===== src/p1g_pkg.sv =====
// Constants for the port 1 GPIO block with PWM pin remapping.
// Assumes a plain register port (address, strobes, read data one cycle later) on one clock.

package p1g_pkg;

    localparam int P1G_WIDTH = 8;
    localparam int P1G_ADDR_W = 4;

    // Register byte offsets.
    localparam logic [3:0] P1G_OFS_DATA = 4'h0;
    localparam logic [3:0] P1G_OFS_DIR = 4'h4;
    localparam logic [3:0] P1G_OFS_PULLUP = 4'h8;
    localparam logic [3:0] P1G_OFS_SYSCFG = 4'hC;

    // Field positions inside the system configuration register.
    localparam int P1G_SYSCFG_PWMSEL_BIT = 0;
    localparam int P1G_SYSCFG_PINSTATE_BIT = 1;

    // Reset values.
    localparam logic [7:0] P1G_RST_DATA = 8'h00;
    localparam logic [7:0] P1G_RST_DIR = 8'h00;
    localparam logic [7:0] P1G_RST_PULLUP = 8'h00;
    localparam logic [7:0] P1G_RST_SYSCFG = 8'h00;

    // Pin without a pull-up resistor.
    localparam int P1G_NO_PULLUP_PIN = 2;
    // Pins built as open-drain; none on this port by default.
    localparam logic [7:0] P1G_OPEN_DRAIN_MASK = 8'h00;

    // Port 1 bit index for each PWM output, order a0,b0,a1,b1,a2,b2.
    localparam int P1G_PWM_P1_BIT [6] = '{3, 4, 0, 1, 5, 6};
    // First port 6 bit used when the PWM outputs are remapped.
    localparam int P1G_PWM_P6_BASE = 2;

    // Standby pin handling mode.
    typedef enum logic [1:0] {
        P1G_PIN_RUN = 2'b01,
        P1G_PIN_ISOLATED = 2'b10
    } p1g_pin_mode_t;

endpackage


===== src/p1g_port1_gpio.sv =====
// Port 1 GPIO with data latch, direction, pull-up, standby isolation and PWM remap.
// Assumes pin inputs are synchronous to clk and a plain register port master.
// Pins follow a register write two edges later; all outputs are registered.
`timescale 1ns/1ns
`default_nettype none

module p1g_port1_gpio
(
    input wire logic clk,
    input wire logic sys_rst,
    // Register port.
    input wire logic [p1g_pkg::P1G_ADDR_W-1:0] reg_addr,
    input wire logic [7:0] reg_wdata,
    input wire logic reg_write,
    input wire logic reg_read,
    input wire logic reg_rmw,
    output logic [7:0] reg_rdata,
    // Standby entry: high while the device sits in stop or watch mode.
    input wire logic standby_active,
    // PWM generator outputs, order a0,b0,a1,b1,a2,b2.
    input wire logic pwm0_out_a,
    input wire logic pwm0_out_b,
    input wire logic pwm1_out_a,
    input wire logic pwm1_out_b,
    input wire logic pwm2_out_a,
    input wire logic pwm2_out_b,
    input wire logic [5:0] pwm_oe,
    // Port 1 pins.
    input wire logic [7:0] port1_pin_in,
    output logic [7:0] port1_pin_out,
    output logic [7:0] port1_pin_oe,
    output logic [7:0] port1_pullup_on,
    // Pin level as seen by on-chip peripherals.
    output logic [7:0] port1_periph_in,
    // PWM drive for port 6 when remapped.
    output logic [7:0] port6_pwm_out,
    output logic [7:0] port6_pwm_oe,
    // Standby pin-state bit, for the port 6 block.
    output logic standby_pin_state
);
    import p1g_pkg::*;

    logic [7:0] port1_data_latch;
    logic [7:0] port1_direction;
    logic [7:0] port1_pullup_enable;
    logic pwm_pin_select;
    logic stby_pin_bit;
    logic [7:0] p1_per_out;
    logic [7:0] p1_per_oe;
    logic [7:0] p6_per_out;
    logic [7:0] p6_per_oe;
    logic [7:0] next_out;
    logic [7:0] next_oe;
    logic [7:0] next_pullup;
    logic [7:0] pin_seen;
    logic [7:0] next_rdata;
    p1g_pin_mode_t pin_mode;

    // Bit n of the data, direction and pull-up registers steers pin n; writes hit one register by address.
    function automatic logic hit(input logic [3:0] a, input logic [3:0] ofs);
        hit = (a == ofs);
    endfunction

    // Isolation is decoded in several places; the input path and port 6 drive share one function, the drive case decodes pin_mode itself.
    function automatic logic pins_isolated(input p1g_pin_mode_t m);
        pins_isolated = (m == P1G_PIN_ISOLATED);
    endfunction

    // The router places the six PWM outputs on one of the two ports.
    p1g_pwm_route p1g_pwm_route_i
    (
        .pwm_pin_select(pwm_pin_select),
        .pwm_out({pwm2_out_b, pwm2_out_a, pwm1_out_b, pwm1_out_a, pwm0_out_b, pwm0_out_a}),
        .pwm_oe(pwm_oe),
        .port1_periph_out(p1_per_out),
        .port1_periph_oe(p1_per_oe),
        .port6_periph_out(p6_per_out),
        .port6_periph_oe(p6_per_oe)
    );

    // Data latch: every write lands here regardless of direction.
    // Input pins keep the written value ready for a later switch to output.
    always_ff @(posedge clk)
    begin
        if (sys_rst)
            port1_data_latch <= P1G_RST_DATA;
        else if (reg_write && hit(reg_addr, P1G_OFS_DATA))
            port1_data_latch <= reg_wdata;
    end

    // Direction register; cleared on reset so pins come up as inputs.
    always_ff @(posedge clk)
    begin
        if (sys_rst)
            port1_direction <= P1G_RST_DIR;
        else if (reg_write && hit(reg_addr, P1G_OFS_DIR))
            port1_direction <= reg_wdata;
    end

    // Pull-up enable; bit 2 is stored though that pin has no resistor.
    // Software reads back what it wrote, which keeps driver code simple.
    always_ff @(posedge clk)
    begin
        if (sys_rst)
            port1_pullup_enable <= P1G_RST_PULLUP;
        else if (reg_write && hit(reg_addr, P1G_OFS_PULLUP))
            port1_pullup_enable <= reg_wdata;
    end

    // PWM pin select. Switching it while a generator runs moves the waveform
    // in mid-period; software should stop the generator first.
    always_ff @(posedge clk)
    begin
        if (sys_rst)
            pwm_pin_select <= P1G_RST_SYSCFG[P1G_SYSCFG_PWMSEL_BIT];
        else if (reg_write && hit(reg_addr, P1G_OFS_SYSCFG))
            pwm_pin_select <= reg_wdata[P1G_SYSCFG_PWMSEL_BIT];
    end

    // Standby pin-state bit; it only takes effect once standby is entered.
    always_ff @(posedge clk)
    begin
        if (sys_rst)
            stby_pin_bit <= P1G_RST_SYSCFG[P1G_SYSCFG_PINSTATE_BIT];
        else if (reg_write && hit(reg_addr, P1G_OFS_SYSCFG))
            stby_pin_bit <= reg_wdata[P1G_SYSCFG_PINSTATE_BIT];
    end

    // Pin mode follows standby entry; only the pin-state bit isolates the pins.
    // Isolation starts one edge after entry and the pins float one edge later.
    always_ff @(posedge clk)
    begin
        if (sys_rst)
            pin_mode <= P1G_PIN_RUN;
        else if (standby_active && stby_pin_bit)
            pin_mode <= P1G_PIN_ISOLATED;
        else
            pin_mode <= P1G_PIN_RUN;
    end

    // Drive selection. Peripheral enable wins over the port so a forgotten
    // peripheral still owns the pin; software is expected to avoid that case.
    // Pin 2 never gets a pull-up, whatever its enable bit holds.
    always_comb
    begin
        next_out = 8'h00;
        next_oe = 8'h00;
        next_pullup = 8'h00;
        for (int i = 0; i < P1G_WIDTH; i++)
        begin
            if (p1_per_oe[i])
            begin
                next_out[i] = p1_per_out[i];
                next_oe[i] = 1'b1;
            end
            else if (port1_direction[i])
            begin
                next_out[i] = port1_data_latch[i];
                next_oe[i] = 1'b1;
            end
            else
            begin
                next_out[i] = 1'b0;
                next_oe[i] = 1'b0;
            end
            // Open-drain pins cannot drive a one, they float instead.
            // The mask is a build constant, so the unused branch folds away.
            if (P1G_OPEN_DRAIN_MASK[i] && next_out[i])
                next_oe[i] = 1'b0;
            next_pullup[i] = port1_pullup_enable[i];
            if (next_oe[i] && !next_out[i])
                next_pullup[i] = 1'b0;
            if (i == P1G_NO_PULLUP_PIN)
                next_pullup[i] = 1'b0;
        end
        // Isolation floats everything; without it the selected drive passes through unchanged.
        case (pin_mode)
            P1G_PIN_ISOLATED:
            begin
                next_oe = 8'h00;
                next_out = 8'h00;
                next_pullup = 8'h00;
            end
            P1G_PIN_RUN:
            begin
                next_oe = next_oe;
            end
            default:
            begin
                // Unused codes float the pins, the safe side for an illegal state.
                next_oe = 8'h00;
            end
        endcase
    end

    // Input path: isolated pins read low to avoid floating-input leakage.
    always_comb
    begin
        if (pins_isolated(pin_mode))
            pin_seen = 8'h00;
        else
            pin_seen = port1_pin_in;
    end

    // Read mux. Output pins that no peripheral drives show the latch, everything else the pin;
    // a read-modify-write read always shows the latch.
    // The answer is registered, so a read never stalls the master.
    always_comb
    begin
        next_rdata = 8'h00;
        case (reg_addr)
            P1G_OFS_DATA:
            begin
                for (int i = 0; i < P1G_WIDTH; i++)
                begin
                    if (reg_rmw)
                        next_rdata[i] = port1_data_latch[i];
                    else if (port1_direction[i] && !p1_per_oe[i])
                        next_rdata[i] = port1_data_latch[i];
                    else
                        next_rdata[i] = pin_seen[i];
                end
            end
            P1G_OFS_DIR:
                next_rdata = port1_direction;
            P1G_OFS_PULLUP:
                next_rdata = port1_pullup_enable;
            P1G_OFS_SYSCFG:
            begin
                next_rdata[P1G_SYSCFG_PWMSEL_BIT] = pwm_pin_select;
                next_rdata[P1G_SYSCFG_PINSTATE_BIT] = stby_pin_bit;
            end
            default:
                next_rdata = 8'h00;
        endcase
    end

    // Read data stands only in the cycle after the strobe.
    always_ff @(posedge clk)
    begin
        if (sys_rst)
            reg_rdata <= 8'h00;
        else if (reg_read)
            reg_rdata <= next_rdata;
        else
            reg_rdata <= 8'h00;
    end

    // Registered pin drive; one cycle of latency keeps outputs glitch free.
    // The price is that a write reaches the pin two edges after its strobe.
    always_ff @(posedge clk)
    begin
        if (sys_rst)
        begin
            port1_pin_out <= 8'h00;
            port1_pin_oe <= 8'h00;
            port1_pullup_on <= 8'h00;
        end
        else
        begin
            port1_pin_out <= next_out;
            port1_pin_oe <= next_oe;
            port1_pullup_on <= next_pullup;
        end
    end

    // Pin levels handed to the peripherals. Isolated pins are forced low
    // upstream, so a floating line cannot toggle a peripheral input.
    always_ff @(posedge clk)
    begin
        if (sys_rst)
            port1_periph_in <= 8'h00;
        else
            port1_periph_in <= pin_seen;
    end

    // Port 6 PWM drive, also floated by standby isolation.
    always_ff @(posedge clk)
    begin
        if (sys_rst)
        begin
            port6_pwm_out <= 8'h00;
            port6_pwm_oe <= 8'h00;
        end
        else
        begin
            port6_pwm_out <= p6_per_out;
            if (pins_isolated(pin_mode))
                port6_pwm_oe <= 8'h00;
            else
                port6_pwm_oe <= p6_per_oe;
        end
    end

    // Copy of the pin-state bit for the port 6 block, which applies
    // its own isolation to the pins that it owns.
    always_ff @(posedge clk)
    begin
        if (sys_rst)
            standby_pin_state <= 1'b0;
        else
            standby_pin_state <= stby_pin_bit;
    end

endmodule // p1g_port1_gpio

`default_nettype wire


===== src/p1g_pwm_route.sv =====
// PWM output router between port 1 and port 6.
// Assumes the six PWM outputs and their enables are steady on the system clock.
`timescale 1ns/1ns
`default_nettype none

module p1g_pwm_route
(
    input wire logic pwm_pin_select,
    input wire logic [5:0] pwm_out,
    input wire logic [5:0] pwm_oe,
    output logic [7:0] port1_periph_out,
    output logic [7:0] port1_periph_oe,
    output logic [7:0] port6_periph_out,
    output logic [7:0] port6_periph_oe
);
    import p1g_pkg::*;

    // Each PWM output lands on exactly one port, so the unused one sees no enable.
    always_comb
    begin
        port1_periph_out = 8'h00;
        port1_periph_oe = 8'h00;
        port6_periph_out = 8'h00;
        port6_periph_oe = 8'h00;
        for (int i = 0; i < 6; i++)
        begin
            if (!pwm_pin_select)
            begin
                port1_periph_out[P1G_PWM_P1_BIT[i]] = pwm_out[i];
                port1_periph_oe[P1G_PWM_P1_BIT[i]] = pwm_oe[i];
            end
            else
            begin
                port6_periph_out[P1G_PWM_P6_BASE + i] = pwm_out[i];
                port6_periph_oe[P1G_PWM_P6_BASE + i] = pwm_oe[i];
            end
        end
    end

endmodule // p1g_pwm_route

`default_nettype wire


===== config.mk =====
export PLATFORM = sky130hd
export DESIGN_NAME = p1g_port1_gpio
export DESIGN_NICKNAME = d
export VERILOG_FILES = /design/src/p1g_pkg.sv /design/src/p1g_port1_gpio.sv /design/src/p1g_pwm_route.sv
export SDC_FILE = /design/constraint.sdc
export NUM_CORES = 1
export LEC_CHECK = 0
export ABC_AREA = 1
export BUFFER_PORTS_ARGS = -buffer_cell sky130_fd_sc_hd__buf_2
export CORE_MARGIN = 2
export CORE_UTILIZATION = 45
export CTS_BUF_LIST = sky130_fd_sc_hd__clkbuf_2 sky130_fd_sc_hd__clkbuf_4 sky130_fd_sc_hd__clkbuf_8
export CTS_CLUSTER_DIAMETER = 120
export CTS_CLUSTER_SIZE = 20
export DETAILED_ROUTE_END_ITERATION = 8
export HOLD_SLACK_MARGIN = 0.05
export PLACE_DENSITY = 0.73
export REMOVE_ABC_BUFFERS = 1
export SYNTH_ARGS = -nofsm -noshare
export SYNTH_HDL_FRONTEND = slang
export SYNTH_SLANG_ARGS = --single-unit
export TNS_END_PERCENT = 5

===== constraint.sdc =====
create_clock -name clk -period 3.55 [get_ports clk]
set_input_delay 1.065 -clock clk [delete_from_list [all_inputs] [get_ports clk]]
set_output_delay 1.065 -clock clk [all_outputs]
set_load 0.01 [all_outputs]

==> impl_summary.txt, run 1 <==
----------------------------------------------------
[Outcome]
  Outcome ... completed

[STA]
  Max Clk Rate ... 478 MHz
  Crit share post-route ... 59.0%
  Number of endpoints with negative hold slack in the final report ... 0
  Shortest period the worst path allows ... 2.09 ns
  Setup Viol. Count Final ... 0
  Worst hold slack across all endpoints ... 0.458 ns
  Setup_tns ... 0 ns
  RSZ-0062 raised after global routing ... false
  Worst clock skew on the final layout ... 0.00787 ns
  Max-slew violation total from the final report ... 0

[Synthesis]
  Synth area leaders ... sky130_fd_sc_hd__dfxtp_1 53%, sky130_fd_sc_hd__nand2_1 7.8%, sky130_fd_sc_hd__nor2_1 7.4%
  Count leader, synth ... sky130_fd_sc_hd__dfxtp_1
  Post-synth top area cell ... sky130_fd_sc_hd__dfxtp_1
  Post-synthesis register bit count ... 80
  Average footprint of a synthesized cell ... 7.83 µm²
  Distinct cells, synth ... 28
  Synth Flop Type ... sky130_fd_sc_hd__dfxtp_1
  Post-Synthesis Cells ... 387
  Most instantiated cells after synthesis ... 80 x sky130_fd_sc_hd__dfxtp_1, 63 x sky130_fd_sc_hd__nand2_1, 60 x sky130_fd_sc_hd__nor2_1, 52 x sky130_fd_sc_hd__inv_1, 41 x sky130_fd_sc_hd__a21oi_1
  Number of flops mapped to enable cells by yosys ... 0
  Yosys warns ... 0
  Share of synthesized area occupied by flip-flops and latches ... 52.8%
  Fraction of post-synthesis cell area in the top cell type by area ... 52.8%
  Share of flip-flops with an asynchronous set or reset after synthesis ... 0%
  Post-synthesis instance area ... 3030 µm²

[Place]
  Global placement routability congestion ... 0.847
  DP Wirelength ... 5140 µm
  Count of input and output buffers ... 89
  Placed inst area ... 3490 µm²

[Power]
  IR Drop Worst-Case VDD ... 0.000193 V
  Static Leak ... 1.80 nW
  Power per unit of standard cell area ... 489 nW/µm²
  Final total power ... 0.00182 W

[GRT]
  Wire length of the first global-routing pass ... 11500 µm
  Aggregate global-route resource usage ... 20.4%
  Maximum number of pins on one net before global-route repair ... 28
  Initial antenna violation count ... 0
  Remaining global-route overflow ... 0
  Via count of the first global-routing pass ... 2476

[Drt]
  Drc violations ... 0
  Routed via count divided by cell count ... 4.81
  Post-Route WL ... 7390 µm
  Count of routing violations after the opening detailed-route iteration ... 169
  Vias after detailed routing ... 2686
  Number of nets still failing antenna checks after routing ... 0
  Number of iterations in the first detailed-routing pass ... 4
  Average wire length per cell after detail routing ... 13.2 µm

[Min path]
  Worst min-delay path category ... register to register

[Clock tree]
  Root Buffer ... sky130_fd_sc_hd__clkbuf_8
  Clk_lat worst skew ... 0.35 ns
  Count of H-tree levels built during CTS ... 3
  Total clock buffers created by CTS ... 9
  Post-CTS Setup Repair Bufs ... 0
  Number of gates given a new drive strength after cts ... 0
  Hold buffer count at CTS ... 0
  Clock transition at the registers of the reported paths ... 0.08 ns
  Maximum count of clock buffers along a single path ... 2
  Number of sinks on the clock net ... 80
  TritonCTS clock tree ... done

[Floorplan]
  Number of cell rows ... 29
  Starting density of the core ... 47.2%
  Vertical die dimension ... 86.1 µm
  Chip Width ... 86.1 µm
  CORE AREA ... 6420 µm²
  I/O pin total ... 95
  Die area ... 7410 µm²

[Worst setup path]
  Critical-path top delay cell ... sky130_fd_sc_hd__nand4_2
  CP startpoint kind ... input port
  Arrival @ worst endpoint ... 2.32 ns
  Kind of capture point of the worst setup path ... register
  WS Path Type ... input port to register
  Crit path max fanout ... 16
  Ordered cell list for the critical path ... buf_2 -> nor2_4 -> nand4_2 -> o21ai_0 -> a21oi_1
  Maximum cell stage delay along the critical path ... 0.43 ns
  Endpoint required time on the critical path ... 3.78 ns

[Layout]
  Combined flip-flop and latch cell area ... 1600 µm²
  Fraction of layout cells with a size suffix above 1 ... 25.8%
  Utilization after layout ... 57.8%
  Number of nets in the layout ... 515
  Cell area after layout ... 3710 µm²
  Total area of multi-input combinational cells ... 1130 µm²
  Diode insertion count for antenna repair ... 0
  Area overhead of the layout relative to synthesis ... 22.4%
  Filler cell count ... 615

[Run]
  Max capacitance violation total ... 0

----------------------------------------------------
==> metrics by stage <==
stage / instances / setup slack [ns]
4_1_cts: 558 / 1.45
5_1_grt: 558 / 1.35
3_5_place_dp: 543 / 1.08
2_1_floorplan: 377 / 1.53
3_3_place_gp: 543 / 1.15
6_report: 558 / 1.46
==> path summary, 6_finish.rpt <==
check / from / endpoint / slack [ns] / depth (start not counted)
setup / recovery: reg_addr[1] / port1_direction[2] / 1.46 / 5
hold / removal: port1_pullup_enable[2] / port1_pullup_enable[2] / 0.46 / 2
setup reg to reg: pin_mode[0] / port1_pullup_on[7] / 2.09 / 6
hold reg to reg: port1_pullup_enable[2] / port1_pullup_enable[2] / 0.46 / 2
==> layout make-up <==
class                      instances  share of cell area [%]
tap                               77                    2.60
clock buffer                      12                    4.28
timing repair buffer              89                    12.0
sequential                        80                    43.2
clock inverter                     3                    1.75
multi-input combinational        241                    30.5
inverter                          56                    5.73
==> state kept, by name, summed over array words and instances (netlist names), 7 cells and up <==
signal / cells
port1_periph_in: 8
port1_pin_oe: 8
port1_data_latch: 8
port1_direction: 8
port1_pin_out: 8
port1_pullup_enable: 8
port1_pullup_on: 7
reg_rdata: 8
==> per-layer routing <==
layer  vias to the layer above  global-route usage, %  routed length, µm
li1                       1384                      -                  -
met1                      1179                   26.3               3350
met2                       107                   32.7               3410
met3                        16                   3.85                445
met4                         0                   10.1                184
met5                         -                      0                  0
==> report_power, final <==
group,internal (W),switching [W]
Clock,0.000438,0.000308
Combinational,0.0000499,0.0000954
Sequential,0.000918,0.00000686
==> critical path, delay by kind of cell <==
kind                   cells  cell delay [ns]
buffers and inverters      1             0.12
AO/OA/AOI/OAI              2             0.37
AND/OR/NAND/NOR            2             0.76
==> cell usage in the layout, fill, tap and decap left out, types with 2 or more instances in the layout <==
master                      synthesis  routed
sky130_fd_sc_hd__nand2_1           63      63
sky130_fd_sc_hd__buf_2              3      89
sky130_fd_sc_hd__nor2_4             2       2
sky130_fd_sc_hd__nand2_4            2       2
sky130_fd_sc_hd__nor3_1             2       2
sky130_fd_sc_hd__conb_1             1       5
sky130_fd_sc_hd__inv_2              3       3
sky130_fd_sc_hd__a21oi_2            4       4
sky130_fd_sc_hd__a21oi_1           41      41
sky130_fd_sc_hd__o21ai_0           17      17
sky130_fd_sc_hd__clkbuf_8           0      11
sky130_fd_sc_hd__dfxtp_1           80      80
sky130_fd_sc_hd__nand2_2            2       2
sky130_fd_sc_hd__o21a_1             2       2
sky130_fd_sc_hd__bufinv_16          0       2
sky130_fd_sc_hd__o21ai_2            2       2
sky130_fd_sc_hd__nand3_1           21      21
sky130_fd_sc_hd__o21ai_1           13      13
sky130_fd_sc_hd__nor2_1            60      60
sky130_fd_sc_hd__inv_1             52      52
==> cell families (layout without fill, tap and decap cells) <==
| family | count (synthesis) | after routing | share of synthesized area (%) |
|---|---|---|---|
| AND/OR/NAND/NOR | 156 | 156 | 22.5 |
| buffers and inverters | 70 | 160 | 10.4 |
| AO/OA/AOI/OAI | 80 | 80 | 14.2 |
| flip-flops | 80 | 80 | 52.8 |
| other | 1 | 5 | 0.124 |
Power figures use the tool's default switching activity.
==> run 2, diff against run 1 <==
- PLACE_DENSITY: 0.73 -> 0.76
- clock period: 3.55 -> 1.7 ns (I/O delays scaled with it)
==> impl_summary.txt, run 2 (synthesis gave the netlist of run 1 again) <==
----------------------------------------------------
[Outcome]
  Outcome ... completed

[Layout]
  Commonest cells after routing, fill and taps aside ... 89 x sky130_fd_sc_hd__buf_2, 80 x sky130_fd_sc_hd__dfxtp_1, 63 x sky130_fd_sc_hd__nand2_1
  Fraction of layout cells with a size suffix above 1 ... 27.3%
  Cell area after layout ... 3800 µm²
  Area overhead of the layout relative to synthesis ... 25.3%
  Utilization after layout ... 59.1%
  Diode insertion count for antenna repair ... 0
  Post-route non-filler standard cell count ... 568
  Most common cell after layout, fill and taps aside ... sky130_fd_sc_hd__buf_2
  Number of nets in the layout ... 524

[Clock tree]
  Number of sinks on the clock net ... 80
  Clk_lat worst skew ... 0.35 ns
  Number of gates given a new drive strength after cts ... 0
  Count of H-tree levels built during CTS ... 3
  Root Buffer ... sky130_fd_sc_hd__clkbuf_8
  TritonCTS clock tree ... done
  Maximum count of clock buffers along a single path ... 2
  Post-CTS Setup Repair Bufs ... 0
  Clock transition at the registers of the reported paths ... 0.08 ns
  Total clock buffers created by CTS ... 9
  Hold buffer count at CTS ... 0

[Worst setup path]
  Most common cell on crit path ... sky130_fd_sc_hd__nand2_1
  Cells on worst reg2reg path ... 7
  CP startpoint kind ... register
  Kind of capture point of the worst setup path ... register
  Crit path max fanout ... 7
  Endpoint required time on the critical path ... 1.93 ns
  Family of cells with the greatest summed delay on the critical path ... simple AND/OR/NAND/NOR gates
  Source of the worst register-to-register timing path ... pwm_pin_select
  Maximum cell stage delay along the critical path ... 0.34 ns
  Ordered cell list for the critical path ... inv_1 -> nand2_1 -> nand3_1 -> o21a_1 -> nand2_1 -> nand2_1 -> nor2_1
  Worst Path Buf+Inv ... 1
  WS Path Type ... register to register
  Setup crit start ... pwm_pin_select
  R2r setup slk ... 0.33 ns
  Critical-path top delay cell ... sky130_fd_sc_hd__dfxtp_1
  Arrival @ worst endpoint ... 1.60 ns
  FF-to-FF End ... port1_pullup_on[3]

[STA]
  Setup_tns ... 0 ns
  Crit share post-route ... 80.6%
  Setup Viol. Count Final ... 0
  Max-slew violation total from the final report ... 0
  Worst clock skew on the final layout ... 0.00745 ns
  Max Clk Rate ... 730 MHz
  Number of endpoints with negative hold slack in the final report ... 0
  RSZ-0062 raised after global routing ... false
  Shortest period the worst path allows ... 1.37 ns

[Drt]
  Routed via count divided by cell count ... 4.92
  Met3 wire len ... 615 µm
  Drc violations ... 0
  Number of iterations in the first detailed-routing pass ... 4
  Count of routing violations after the opening detailed-route iteration ... 152
  Vias after detailed routing ... 2793
  Post-Route WL ... 7530 µm
  Detailed-route wire length on metal 1 ... 3260 µm
  Top routing layer in use ... met4
  Number of nets still failing antenna checks after routing ... 0
  Average wire length per cell after detail routing ... 13.3 µm
  Met2 routed wirelength ... 3420 µm

[Place]
  Global placement routability congestion ... 0.898
  Count of input and output buffers ... 89
  DP Wirelength ... 5480 µm
  Placed inst area ... 3550 µm²
  # placed instances ... 552

[Floorplan]
  I/O pin total ... 95
  Die area ... 7410 µm²
  Chip Width ... 86.1 µm
  CORE AREA ... 6420 µm²
  Number of cell rows ... 29
  Starting density of the core ... 47.2%
  Vertical die dimension ... 86.1 µm

[Power]
  Part of the total power dissipated in the clock network ... 42.6%
  Power per unit of standard cell area ... 1030 nW/µm²
  Static Leak ... 1.84 nW
  Power share of the combinational group ... 8.1%
  Share of total power in sequential cells ... 49.3%
  IR Drop Worst-Case VDD ... 0.000499 V
  Fraction of power spent switching nets ... 23.2%
  Internal power ... 0.00301 W
  Net Switching ... 0.000907 W

[Min path]
  Hold depth ... 2
  Hold Path Sink ... pin_mode[0]
  Worst min-delay path category ... input port to register
  Min-Delay Startpoint ... standby_active

[GRT]
  Maximum number of pins on one net before global-route repair ... 20
  Aggregate global-route resource usage ... 21.3%
  Via count of the first global-routing pass ... 2460
  Wire length of the first global-routing pass ... 11800 µm
  Initial antenna violation count ... 0
  Remaining global-route overflow ... 0

[Run]
  Max capacitance violation total ... 0

----------------------------------------------------
==> run 2: changes by cell type in the layout (fill, tap and decap cells not counted) <==
cell	before	now
sky130_fd_sc_hd__bufinv_16	2	3
sky130_fd_sc_hd__buf_4	0	9
sky130_fd_sc_hd__clkinvlp_4	0	1
sky130_fd_sc_hd__clkinv_4	0	2
sky130_fd_sc_hd__clkbuf_4	1	0
sky130_fd_sc_hd__clkbuf_8	11	9
==> run 2: metal layers <==
layer | global-route usage (%) | vias to the layer above
met5 | 0 | -
met2 | 33.3 | 115
met1 | 27.9 | 1253
met3 | 3.75 | 18
li1 | - | 1407
met4 | 11.7 | 0
==> run 2: final cells by class <==
cell class                 instances  area [µm²]
tap                               77        96.3
clock inverter                     7         120
timing repair buffer              98         513
inverter                          56         213
clock buffer                       9         124
sequential                        80        1600
multi-input combinational        241        1130
fill                             609        2630
==> run 2: per-stage QoR <==
step | setup slack, ns | total power (W) | hold slack [ns]
final | 0.329 | 0.00392 | 0.337
after global routing | 0.218 | 0.00407 | 0.348
after CTS | 0.363 | 0.00395 | 0.320
after detailed placement | 0.0529 | 0.00229 | 0.447
after global placement | 0.0920 | 0.00228 | 0.425
after floorplan | 0.238 | 0.00214 | 0.411
==> run 2: worst max path at each step <==
stage | end | slack, ns | cells past startpoint
after detailed placement | reg_rdata[5] | 0.05 | 7
after global placement | reg_rdata[2] | 0.09 | 7
after floorplan | port1_direction[0] | 0.24 | 4
after global routing | port1_pullup_on[5] | 0.22 | 8
after CTS | port1_pin_oe[2] | 0.36 | 1
final | port1_pullup_on[3] | 0.33 | 7
==> run 2: worst reg2reg max path, delay by kind of cell, from the launching register on <==
family	cells	cell delay, ns
compound gates	1	0.15
flops	1	0.34
buf+inv	1	0.24
simple gates	5	0.51
==> run 2: power by group through the flow <==
stage,combinational (W),sequential [W],clock (W)
floorplan,0.000148,0.00199,0
global placement,0.000309,0.00198,0
detailed placement,0.000316,0.00198,0
CTS,0.000316,0.00193,0.00170
global route,0.000353,0.00194,0.00178
finish,0.000318,0.00193,0.00167
==> run 3, diff against run 2 <==
- ABC_AREA: 1 -> 0
- PLACE_DENSITY: 0.76 -> 0.73
- clock period: 1.7 -> 1.3 ns (I/O delays scaled with it)
==> impl_summary.txt, run 3 <==
----------------------------------------------------
[Clock tree]
  TritonCTS clock tree ... done
  Root Buffer ... sky130_fd_sc_hd__clkbuf_8
  Total clock buffers created by CTS ... 9
  Count of H-tree levels built during CTS ... 3
  Maximum count of clock buffers along a single path ... 2
  Number of sinks on the clock net ... 80
  Hold buffer count at CTS ... 0
  Clock transition at the registers of the reported paths ... 0.08 ns
  Clk_lat worst skew ... 0.36 ns

[Synthesis]
  Post-synthesis instance area ... 2980 µm²
  Post-synth top area cell ... sky130_fd_sc_hd__dfxtp_1
  Average footprint of a synthesized cell ... 9.48 µm²
  Synth Flop Type ... sky130_fd_sc_hd__dfxtp_1
  Distinct cells, synth ... 32
  Yosys warns ... 0
  Share of synthesized area occupied by flip-flops and latches ... 53.8%
  Number of flops mapped to enable cells by yosys ... 0
  Fraction of post-synthesis cell area in the top cell type by area ... 53.8%
  Synth area leaders ... sky130_fd_sc_hd__dfxtp_1 54%, sky130_fd_sc_hd__nand2_1 4.8%, sky130_fd_sc_hd__a21oi_1 4.0%
  Count leader, synth ... sky130_fd_sc_hd__dfxtp_1
  Share of flip-flops with an asynchronous set or reset after synthesis ... 0%
  Most instantiated cells after synthesis ... 80 x sky130_fd_sc_hd__dfxtp_1, 38 x sky130_fd_sc_hd__nand2_1, 28 x sky130_fd_sc_hd__nor2_1, 24 x sky130_fd_sc_hd__a21oi_1, 24 x sky130_fd_sc_hd__nand3_1
  Post-synthesis register bit count ... 80
  Post-Synthesis Cells ... 314

[Layout]
  Area overhead of the layout relative to synthesis ... 29.8%
  Combined flip-flop and latch cell area ... 1600 µm²
  Filler cell count ... 551
  Cell area after layout ... 3860 µm²
  Most common cell after layout, fill and taps aside ... sky130_fd_sc_hd__buf_2
  Number of nets in the layout ... 467
  Post-route non-filler standard cell count ... 511
  Diode insertion count for antenna repair ... 0
  Commonest cells after routing, fill and taps aside ... 89 x sky130_fd_sc_hd__buf_2, 80 x sky130_fd_sc_hd__dfxtp_1, 38 x sky130_fd_sc_hd__nand2_1
  Total area of multi-input combinational cells ... 1300 µm²
  Fraction of layout cells with a size suffix above 1 ... 34.3%

[Floorplan]
  Vertical die dimension ... 85.3 µm
  Starting density of the core ... 46.6%
  Chip Width ... 85.3 µm
  Die area ... 7280 µm²
  I/O pin total ... 95
  Number of cell rows ... 29
  CORE AREA ... 6390 µm²

[Drt]
  Post-Route WL ... 7660 µm
  Vias after detailed routing ... 2687
  Number of nets still failing antenna checks after routing ... 0
  Average wire length per cell after detail routing ... 15.0 µm
  Drc violations ... 0
  Count of routing violations after the opening detailed-route iteration ... 199
  Routed via count divided by cell count ... 5.26
  Number of iterations in the first detailed-routing pass ... 4

[STA]
  Number of endpoints with negative hold slack in the final report ... 0
  Max-slew violation total from the final report ... 0
  Max Clk Rate ... 800 MHz
  Worst clock skew on the final layout ... 0.00932 ns
  Setup Viol. Count Final ... 0
  Post-layout worst setup margin ... 0.0507 ns
  Shortest period the worst path allows ... 1.25 ns
  RSZ-0062 raised after global routing ... true
  Worst hold slack across all endpoints ... 0.249 ns
  Crit share post-route ... 96.1%

[Place]
  Placed inst area ... 3660 µm²
  Post-Place Worst Slack ... -0.184 ns
  DP Wirelength ... 5690 µm
  Global placement routability congestion ... 0.905
  # placed instances ... 495
  Count of input and output buffers ... 89

[GRT]
  Wire length of the first global-routing pass ... 11900 µm
  Remaining global-route overflow ... 0
  Initial antenna violation count ... 0
  Aggregate global-route resource usage ... 21.3%
  Maximum number of pins on one net before global-route repair ... 16
  Via count of the first global-routing pass ... 2447

[Min path]
  Worst min-delay path category ... input port to register

[Outcome]
  Outcome ... completed

[Power]
  Power per unit of standard cell area ... 1180 nW/µm²
  IR Drop Worst-Case VDD ... 0.000832 V
  Final total power ... 0.00457 W
  Static Leak ... 1.91 nW

[Worst setup path]
  Kind of capture point of the worst setup path ... register
  CP startpoint kind ... register
  Endpoint required time on the critical path ... 1.54 ns
  Worst Path Buf+Inv ... 1
  WS Path Type ... register to register
  Maximum cell stage delay along the critical path ... 0.32 ns
  Ordered cell list for the critical path ... buf_4 -> nand2b_1 -> a21o_1 -> a32oi_1 -> o22ai_1
  Family of cells with the greatest summed delay on the critical path ... compound AO/OA/AOI/OAI gates
  Crit path max fanout ... 12
  Arrival @ worst endpoint ... 1.49 ns
  Critical-path top delay cell ... sky130_fd_sc_hd__dfxtp_1

[Run]
  Max capacitance violation total ... 0

----------------------------------------------------
## run 3: worst register-to-register path, delay by kind of cell, from the launching register on
family	cells	cell delay [ns]
AND/OR/NAND/NOR	1	0.18
AO/OA/AOI/OAI	3	0.46
buffers and inverters	1	0.18
flip-flops	1	0.32
## run 3: cell type report
| class | instances | area share [%] |
|---|---|---|
| repair buffers | 120 | 17.5 |
| multi-input cells | 215 | 33.7 |
| flip-flops and latches | 80 | 41.4 |
| clock buffers | 11 | 3.76 |
| clock inverters | 5 | 0.809 |
| inverters | 3 | 0.291 |
| well taps | 77 | 2.49 |
## run 3: through the flow
step	utilization (%)	TNS (ns)
6_report	60.5	0
3_5_place_dp	57.3	-4.75
5_1_grt	60.5	-0.0493
2_1_floorplan	-	-3.99
4_1_cts	60.1	0
3_3_place_gp	57.3	-3.56
## run 3: final timing paths
path	from	to	slack (ns)	cells past startpoint
worst max-delay path	pwm_pin_select	reg_rdata[4]	0.05	5
worst min-delay path	pwm0_out_b	port6_pwm_out[3]	0.25	2
worst max register to register	pwm_pin_select	reg_rdata[4]	0.05	5
worst min register to register	port1_pullup_enable[2]	port1_pullup_enable[2]	0.46	2
## run 3: layer usage
layer / up-vias / GRT usage [%] / routed length (µm)
li1: 1315 / - / -
met1: 1260 / 26.2 / 3240
met2: 100 / 35.2 / 3660
met3: 12 / 5.35 / 607
met4: 0 / 9.38 / 155
met5: - / 0 / 0
## run 3: what timing repair did
item | CTS | global route
endpoints found under the hold margin | 0 | 0
resized for setup | 0 | 4
buffers inserted | 0 | 0
setup endpoints to repair | 0 | 5
## run 3: kinds of logic after synthesis
kind of cell / count (synthesis) / synth area share (%)
AND/OR/NAND/NOR: 139 / 24.7
flip-flops: 80 / 53.8
AO/OA/AOI/OAI: 59 / 13.3
buffers and inverters: 23 / 4.03
multiplexers: 12 / 4.12
other: 1 / 0.126
## run 3: where the power goes
part           switching [W]  internal (W)
clock network       0.000890      0.000763
registers          0.0000186       0.00249
logic               0.000230      0.000178
total                0.00114       0.00344
